File: config.mk
export PLATFORM = sky130hd
export DESIGN_NAME = dacpl_host
export DESIGN_NICKNAME = d
export VERILOG_FILES = /design/src/core/dacpl_pkg.sv /design/src/core/dacpl_phase_cnt.sv /design/src/core/dacpl_host.sv
export VERILOG_INCLUDE_DIRS = /design/src /design/src/core
export SDC_FILE = /design/constraint.sdc
export NUM_CORES = 1
export LEC_CHECK = 0
export BUFFER_PORTS_ARGS = -buffer_cell sky130_fd_sc_hd__clkbuf_2
export CORE_MARGIN = 2
export CORE_UTILIZATION = 48
export CTS_CLUSTER_DIAMETER = 200
export CTS_CLUSTER_SIZE = 24
export DETAILED_ROUTE_END_ITERATION = 10
export PLACE_DENSITY = 0.77
export REMOVE_ABC_BUFFERS = 1
export SLEW_MARGIN = 30
export SYNTH_ARGS = -nofsm -noshare
export SYNTH_HDL_FRONTEND = slang
export SYNTH_SLANG_ARGS = --single-unit
File: constraint.sdc
create_clock -name clk -period 1.9 [get_ports clk]
set_input_delay 0.38 -clock clk [delete_from_list [all_inputs] [get_ports clk]]
set_output_delay 0.38 -clock clk [all_outputs]
set_load 0.03 [all_outputs]
File: src/core/dacpl_cfg.svh
// Timing and coding constants for the parallel-load converter host controller
`ifndef DACPL_CFG_SVH
`define DACPL_CFG_SVH
`define DACPL_CODE_W 12
`define DACPL_MSB_IDX 11
`define DACPL_CLK_NS 20
`define DACPL_CS_MIN_NS 40
`define DACPL_SETUP_NS 20
`define DACPL_HOLD_NS 20
`define DACPL_CS_CYC ((`DACPL_CS_MIN_NS + `DACPL_CLK_NS - 1) / `DACPL_CLK_NS)
`define DACPL_SETUP_CYC ((`DACPL_SETUP_NS + `DACPL_CLK_NS - 1) / `DACPL_CLK_NS)
`define DACPL_HOLD_CYC ((`DACPL_HOLD_NS + `DACPL_CLK_NS - 1) / `DACPL_CLK_NS)
`define DACPL_WAIT_CYC 1
`define DACPL_ZERO_CODE 12'h000
`define DACPL_MID_CODE 12'h800
`define DACPL_FULL_CODE 12'hfff
`endif

File: src/core/dacpl_pkg.sv
// Types for the parallel-load converter host controller
`default_nettype none
package dacpl_pkg;
	typedef enum logic [3:0] {
		DACPL_IDLE = 4'h1,
		DACPL_SETUP = 4'h2,
		DACPL_STROBE = 4'h4,
		DACPL_HOLD = 4'h8
	} dacpl_state_t;
	typedef enum logic [1:0] {
		DACPL_UNIPOLAR = 2'h0,
		DACPL_BIPOLAR = 2'h1,
		DACPL_TWOS = 2'h2
	} dacpl_fmt_t;
endpackage : dacpl_pkg
`default_nettype wire

File: src/core/dacpl_phase_cnt.sv
// Down counter that times one phase of the write strobe
`default_nettype none
module dacpl_phase_cnt #(
	parameter int W = 4
) (
	input wire logic clk,
	input wire logic rst_b,
	input wire logic load,
	input wire logic [W-1:0] load_val,
	output logic done
);
	logic [W-1:0] cnt_r;
	logic [W-1:0] cnt_nxt;
	assign cnt_nxt = load ? load_val : ((cnt_r != '0) ? cnt_r - 1'b1 : cnt_r);
	// Done looks at the count only, so the sequencer that drives load stays loop-free
	assign done = (cnt_r == '0);
	always_ff @(posedge clk) begin
		if (!rst_b) begin
			cnt_r <= '0;
		end else begin
			cnt_r <= cnt_nxt;
		end
	end
endmodule : dacpl_phase_cnt
`default_nettype wire

File: src/core/dacpl_host.sv
// Host controller writing 12-bit codes into a parallel-load converter
//
// Functional notes
// RULE1 - Whole 12-bit word written in one cycle
// RULE2 - Converter latches on chip select rising edge
// RULE3 - Data driven positive-true, high means one
// RULE4 - Unipolar codes pass as straight binary
// RULE5 - Bipolar codes are offset binary, 800 zero
// RULE6 - Twos complement input gets MSB inverted
// RULE7 - Unused data lines driven low, never floating
// RULE8 - Select asserted only on writes to address
// RULE9 - Acknowledge formed when strobe meets decode
// RULE10 - Select ends when write pulse ends
// RULE11 - Port number decoded, eight ports selectable
// RULE12 - Decoder enabled by io space select
// RULE13 - Store strobe ORed with memory-select decode; here select comes from the sequencer state alone, io space select only gates take
// RULE14 - Wait state stretches select one cycle
// RULE15 - Wait completes, then acknowledge returns high
// RULE16 - Fast hosts insert one wait state
// RULE17 - Data stable throughout select and edge
`include "dacpl_cfg.svh"
`default_nettype none
module dacpl_host
	import dacpl_pkg::*;
#(
	parameter int CODE_W = `DACPL_CODE_W,
	parameter logic [2:0] MY_PORT = 3'h0,
	parameter int WAIT_CYC = `DACPL_WAIT_CYC
) (
	input wire logic clk,
	input wire logic rst_b,
	input wire logic wr_valid,
	input wire logic [CODE_W-1:0] wr_value,
	input wire logic [1:0] wr_fmt,
	input wire logic [2:0] wr_port,
	input wire logic io_space_select_b,
	output logic wr_ready,
	output logic wr_done,
	output logic [CODE_W-1:0] dac_code_inputs,
	output logic dac_cs_b,
	output logic transfer_acknowledge_b
);
	// ----------------------------------------
	// Code formatting
	// ----------------------------------------
	localparam int CNT_W = 4;
	dacpl_state_t state_r;
	dacpl_state_t state_nxt;
	logic [CODE_W-1:0] code_r;
	logic [CODE_W-1:0] code_nxt;
	logic cs_b_r;
	logic ack_b_r;
	logic ready_r;
	logic done_r;
	logic [CNT_W-1:0] phase_len;
	logic phase_load;
	logic phase_done;
	wire [CODE_W-1:0] msb_flip = {1'b1, {(CODE_W-1){1'b0}}};
	wire fmt_twos = (wr_fmt == DACPL_TWOS);
	// Unipolar and bipolar codes pass unchanged; twos complement gets MSB inverted
	wire [CODE_W-1:0] fmt_val = fmt_twos ? (wr_value ^ msb_flip) : wr_value; // RULE4 RULE5 RULE6
	// ----------------------------------------
	// Port decode
	// ----------------------------------------
	wire port_hit = (wr_port == MY_PORT) && !io_space_select_b; // RULE11 RULE12
	wire take = ready_r && wr_valid && port_hit; // RULE8
	assign code_nxt = take ? fmt_val : code_r;
	// ----------------------------------------
	// Strobe sequencer
	// ----------------------------------------
	always_comb begin
		state_nxt = state_r;
		phase_load = 1'b0;
		phase_len = '0;
		unique case (state_r)
			DACPL_IDLE: begin
				if (take) begin
					state_nxt = DACPL_SETUP;
					phase_load = 1'b1;
					phase_len = CNT_W'(`DACPL_SETUP_CYC - 1);
				end
			end
			DACPL_SETUP: begin
				if (phase_done) begin
					state_nxt = DACPL_STROBE;
					phase_load = 1'b1;
					phase_len = CNT_W'(`DACPL_CS_CYC + WAIT_CYC - 1); // RULE14 RULE16
				end
			end
			DACPL_STROBE: begin
				if (phase_done) begin
					state_nxt = DACPL_HOLD;
					phase_load = 1'b1;
					phase_len = CNT_W'(`DACPL_HOLD_CYC - 1);
				end
			end
			DACPL_HOLD: begin
				if (phase_done) begin
					state_nxt = DACPL_IDLE;
				end
			end
			default: begin
				state_nxt = DACPL_IDLE;
			end
		endcase
	end
	dacpl_phase_cnt #(
		.W(CNT_W)
	) u_phase (
		.clk(clk),
		.rst_b(rst_b),
		.load(phase_load),
		.load_val(phase_len),
		.done(phase_done)
	);
	wire cs_b_nxt = !(state_nxt == DACPL_STROBE); // RULE2 RULE10 RULE13
	wire ack_b_nxt = !(state_r == DACPL_STROBE && state_nxt == DACPL_HOLD); // RULE9 RULE15
	wire ready_nxt = (state_nxt == DACPL_IDLE);
	wire done_nxt = (state_r == DACPL_HOLD) && phase_done;
	// ----------------------------------------
	// Registers
	// ----------------------------------------
	always_ff @(posedge clk) begin
		if (!rst_b) begin
			state_r <= DACPL_IDLE;
			code_r <= '0; // RULE7
			cs_b_r <= 1'b1;
			ack_b_r <= 1'b1;
			ready_r <= 1'b0;
			done_r <= 1'b0;
		end else begin
			state_r <= state_nxt;
			code_r <= code_nxt; // RULE1 RULE3 RULE17
			cs_b_r <= cs_b_nxt;
			ack_b_r <= ack_b_nxt;
			ready_r <= ready_nxt;
			done_r <= done_nxt;
		end
	end
	// ----------------------------------------
	// Outputs
	// ----------------------------------------
	// Every output is a plain register copy
	assign dac_code_inputs = code_r;
	assign dac_cs_b = cs_b_r;
	assign transfer_acknowledge_b = ack_b_r;
	assign wr_ready = ready_r;
	assign wr_done = done_r;
endmodule : dacpl_host
`default_nettype wire

# Yosys cells after proc, flatten, opt, wreduce, memory -nomap -nowiden
# Index checks and enable logic that the tools add are counted.
word_totals:
  ff_bits: 24
  in_bits: 21
  output_inout_bits: 16
  elab_cells: 43
op_classes:
  n_addsub: 1
  eq_ne: 8
  muxes: 13
  bitwise: 1
  reduce_logical: 13
op_table:
  columns: ["op", "count"]
  rows:
  - ["4-bit 2-to-1 mux", 6]
  - ["4-bit one-hot mux with 4 select lines", 1]
  - ["12-bit 2-to-1 mux", 1]
  - ["4-bit by 1-bit equality test with 1-bit output, second input constant", 2]
  - ["4-bit by 3-bit equality test with 1-bit output, second input constant", 2]
  - ["4-bit equality test, second input constant", 2]
  - ["1-bit logical AND", 5]
  - ["4-bit by 2-bit equality test with 1-bit output, second input constant", 1]
  - ["4-bit logical NOT", 1]
  - ["2-bit 2-to-1 mux", 2]
  - ["4-bit nonzero test", 1]
  - ["4-bit by 1-bit subtractor with 4-bit output, second input constant", 1]
  - ["1-bit logical NOT", 3]
  - ["3-bit logical NOT", 1]
  - ["2-bit equality test, second input constant", 1]
  - ["1-bit 2-to-1 mux", 2]
  - ["1-bit one-hot mux with 2 select lines", 1]
  - ["2-bit nonzero test", 1]
  - ["2-bit OR reduction", 1]
  - ["1-bit NOT", 1]

# Longest topological paths before layout
depth:
  depth_word: 8
  mapped_depth: 6
  ltp_nobuf: 6

# By module
# From an unflattened synthesis, not the netlist that was laid out.
unflattened:
  hier_cells: 136
  area_unflattened_um2: 1143.6
by_module_without_submodules:
  columns: ["module", "instances", "cells_each", "area_each_um2", "seq_area_each_um2"]
  rows:
  - ["dacpl_host", 1, 108, 922.1, 400.4]
  - ["dacpl_phase_cnt", 1, 28, 221.5, 80.1]

# Worst setup path before layout
# Ideal clock, no wire load.
synth_timing:
  path_type: "input-to-reg"
  start: "input port wr_port[1]"
  end: "register u_phase.cnt_r[1]"
  setup_time_ns: 0.132
  t_arrival_ns: 1.313
  t_required_ns: 1.768
  setup_slack_ns: 0.455
  stages: 4
  n_path_buf: 0
  cell_sequence: "nor4_4 nand3_2 o41ai_4 o22ai_1"
synth_via:
  elab_chain_len: 6
  elab_cells_between_ends: 7
  classes_between: "mux (3); reduce/logical (4)"
synth_lines:
  columns: ["item", "line", "rtl"]
  rows:
  - ["from (decl)", "dacpl_host.sv:35", "input wire logic [2:0] wr_port,"]
  - ["3-bit logical NOT *", "dacpl_host.sv:65", "wire port_hit = (wr_port == MY_PORT) && !io_space_select_b;"]
  - ["1-bit logical AND *", "dacpl_host.sv:65", null]
  - ["1-bit logical AND *", "dacpl_host.sv:66", "wire take = ready_r && wr_valid && port_hit;"]
  - ["1-bit 2-to-1 mux *", "dacpl_host.sv:77", "if (take) begin"]
  - ["1-bit one-hot mux with 2 select lines *", "dacpl_host.sv:75", "unique case (state_r)"]
  - ["4-bit 2-to-1 mux or 2-bit nonzero test (tied branches)", null, null]
  - ["to (signal assigned)", "dacpl_phase_cnt.sv:21", "cnt_r <= cnt_nxt;"]
  - ["to (decl)", "dacpl_phase_cnt.sv:12", "logic [W-1:0] cnt_r;"]
# Every way passes the cells marked *; elsewhere a longest branch is shown, timed or not.
# A chain may end at the register's enable or synchronous reset.

# Worst setup path in the final report
layout_timing:
  start: "register u_phase.cnt_r[0]"
  end: "register cs_b_r (netlist: dac_cs_b)"
layout_via:
  elab_chain_len: 5
  elab_cells_between_ends: 7
  classes_between: "eq/ne (1); mux (4); reduce/logical (2)"
layout_lines:
  columns: ["item", "line", "rtl"]
  rows:
  - ["4-bit logical NOT *", "dacpl_phase_cnt.sv:16", "assign done = (cnt_r == '0);"]
  - ["4-bit 2-to-1 mux, on equally long branches", "dacpl_host.sv:98, dacpl_host.sv:84, dacpl_host.sv:91", null]
  - ["4-bit one-hot mux with 4 select lines *", "dacpl_host.sv:75", null]
  - ["4-bit by 3-bit equality test with 1-bit output *", "dacpl_host.sv:116", "wire cs_b_nxt = !(state_nxt == DACPL_STROBE);"]
  - ["1-bit logical NOT *", "dacpl_host.sv:116", null]
  - ["to (signal assigned)", "dacpl_host.sv:134", "cs_b_r <= cs_b_nxt;"]
  - ["to (decl)", "dacpl_host.sv:51", "logic cs_b_r;"]
# Marks and branches as above.

==> flow_metrics.tcl <==
set metrics [dict create \
    run_status "completed" \
    number_of_global_route_vias_before_repair 918 \
    diodes 0 \
    grt_pass1_wl_mm 3.68 \
    port_buffers 36 \
    cts_resized 0 \
    timing.critical_path.from "u_phase.cnt_r[0]" \
    worstSetupEndpointType "flop" \
    detailed_place_hpwl_mm 1.70 \
    rows 17 \
    timing.final.hold_violations 0 \
    clk_transition_reported_paths_ns 0.13 \
    num_clock_sinks 24 \
    synth-edff-count 0 \
    worst_pin_slew_ns 0.421 \
    holdCritStartpoint "wr_value[9]" \
    yosysSeqAreaShare 0.447 \
    slowest_delay_ns 0.42 \
    top_level_ports 37 \
    critical_path.reg2reg.startpoint "u_phase.cnt_r[0]" \
    critPathKind "flop to flop" \
    nets_finish 180 \
    ctsHtreeMaxLevel 1 \
    cp_data_arrival_time_ns 1.81 \
    final.min_clock_period_ns 1.61 \
    synth_top_area_cell "sky130_fd_sc_hd__dfxtp_1" \
    synthCells 121 \
    cts_tree "yes" \
    post_route_cells_drive_above_1_share 0.295 \
    area_growth_pct 23.5 \
    warnings_synthesis 0 \
    synth_cell_types 34 \
    most_used_cells_in_the_layout_excluding_fill_and_tap_cells "sky130_fd_sc_hd__clkbuf_2 (36), sky130_fd_sc_hd__nand2_1 (25), sky130_fd_sc_hd__dfxtp_1 (24), sky130_fd_sc_hd__a21boi_0 (11), sky130_fd_sc_hd__nor2_1 (6)" \
    routed_wire_length_per_instance_um 11.7 \
    cts_made_buffers 3 \
    floorplan.core_area_um2 2170 \
    die_w_um 51.3 \
    grt_usage 0.181 \
    drc_errors 0 \
    initial_util 0.496 \
    leakagePower_uw 0.000595 \
    timing.critical_path.cells "inv_1 -> ha_1 -> or3b_1 -> nor2_1 -> a21o_1 -> nand3_1" \
    power.density_cell_area_nw_per_um2 944 \
    vdd_ir_drop_max_mv 0.783 \
    grt_antenna_before_repair 0 \
    timing.final.crit_share 0.848 \
    total_of_flip_flops_plus_latches_after_synthesis 24 \
    layout_commonest_cell "sky130_fd_sc_hd__clkbuf_2" \
    drtPass1Iterations 4 \
    timing.critical_path.max_delay_family "simple AND/OR/NAND/NOR gates" \
    proportion_of_synthesized_flip_flops_having_asynchronous_set_or_reset 0 \
    report.final.setup_viol 0 \
    gpl_wtd_cong 0.855 \
    drt_first_iter_violations 24 \
    worst_path_max_delay_cell "sky130_fd_sc_hd__or3b_1" \
    number_of_placed_instances_taps_included 180 \
    grt_setup_unrepaired "no" \
    design.die.area_um2 2640 \
    element_type_at_the_critical_path_start "flop" \
    ant_nets 0 \
    synth_ff_type "sky130_fd_sc_hd__dfxtp_1" \
    drv_cap 0 \
    cts_hold_repair.buffers 0 \
    worst_ep_required_time_ns 2.10 \
    synth_top_cell_area_share 0.447 \
    hold_path_class "input port to flop" \
    grt_start_max_net_pins 20 \
    num_vias 963 \
    grt-ovfl-total 0 \
    vias_per_cell 5.23 \
    cts_setup_buffers 0 \
    crit_buf_inv 1 \
    synth.area.top_cells "sky130_fd_sc_hd__dfxtp_1 (45%), sky130_fd_sc_hd__nand2_1 (8.7%), sky130_fd_sc_hd__a21boi_0 (7.7%)" \
    clock_tree.buffer_depth 2 \
    final.setup_skew_ns 0.00392 \
    die_height_um 51.3 \
    slew-limit-headroom 0.719 \
    fin_tns_setup_ns 0 \
    wire_length_reported_by_the_detailed_router_mm 2.16 \
    maxSlewViolCount 0 \
    final_cell_count_no_fill 184 \
    post_syn_area_um2 1080 \
    clk_root_buffer_cell "sky130_fd_sc_hd__clkbuf_4" \
    critPathMaxFanout 4 \
    clock_insertion_delay_worst_skew_ns 0.31 \
    clock.fmax_ghz 0.620 \
    synthesis.area_per_instance_um2 8.89 \
]
-- sequential cells by signal, summed over array words and instances (netlist names) --
name / flops
wr_done: 1
state_r: 4
wr_ready: 1
dac_code_inputs: 12
u_phase.cnt_r: 4
transfer_acknowledge_b: 1
dac_cs_b: 1
-- synth_stat cells, types with 3 or more instances --
cell type	count
sky130_fd_sc_hd__clkbuf_1	6
sky130_fd_sc_hd__dfxtp_1	24
sky130_fd_sc_hd__inv_1	3
sky130_fd_sc_hd__nor2_1	6
sky130_fd_sc_hd__nand2_1	25
sky130_fd_sc_hd__nor3b_1	4
sky130_fd_sc_hd__nand3_1	4
sky130_fd_sc_hd__and3_1	4
sky130_fd_sc_hd__a21boi_0	11
sky130_fd_sc_hd__nor2b_1	3
sky130_fd_sc_hd__a21oi_1	3
-- metal layers --
layer | vias to the layer above | track usage | share of wire | routed length, um
met5 | - | 0 | 0 | 0
met2 | 24 | 0.333 | 0.50 | 1090
met1 | 450 | 0.210 | 0.45 | 978
met4 | 0 | 0.0702 | 0.0056 | 12
met3 | 2 | 0.0263 | 0.038 | 81
li1 | 487 | - | - | -
-- tightest hold or removal path: cells and delay by family --
kind                   cells  cell delay, ns
AND/OR/NAND/NOR            1            0.04
buffers and inverters      1            0.08
AO/OA/AOI/OAI              1            0.06
-- kinds of logic after synthesis --
| group | share of synthesized area |
|---|---|
| xor+xnor | 0.0244 |
| fa+ha+maj | 0.0233 |
| compound gates | 0.185 |
| flops | 0.447 |
| buf+inv | 0.0384 |
| simple gates | 0.283 |
-- layout make-up --
cell class	instances	area, um^2
Clock inverter	1	30.0
Inverter	3	11.3
Clock buffer	3	22.5
Fill cell	200	841
Tap cell	28	35.0
Timing Repair Buffer	38	195
Sequential cell	24	480
Multi-Input combinational cell	87	554
-- worst paths after layout --
kind	to	cells past startpoint	slack, ns
worst max-delay path	dac_cs_b	6	0.29
worst min-delay path	dac_code_inputs[9]	3	0.28
worst max register to register	dac_cs_b	6	0.29
worst min register to register	dac_code_inputs[10]	2	0.47
-- stage by stage --
stage                     worst slack [ns]  instance area, um^2  power [uW]  utilization  hold WS [ns]
after global routing                 0.156                 1330        1320        0.612         0.276
final                                0.288                 1330        1260        0.612         0.280
after detailed placement             0.257                 1280         896        0.588         0.460
after CTS                            0.293                 1330        1260        0.612         0.276
after global placement               0.296                 1280         891        0.588         0.450
after floorplan                      0.337                 1050         791            -         0.449
-- power by group --
part	switching [uW]	internal (uW)	total (uW)
clock	155	213	368
sequential	31.6	539	571
combinational	171	145	316
(Power assumes the default switching activity.)
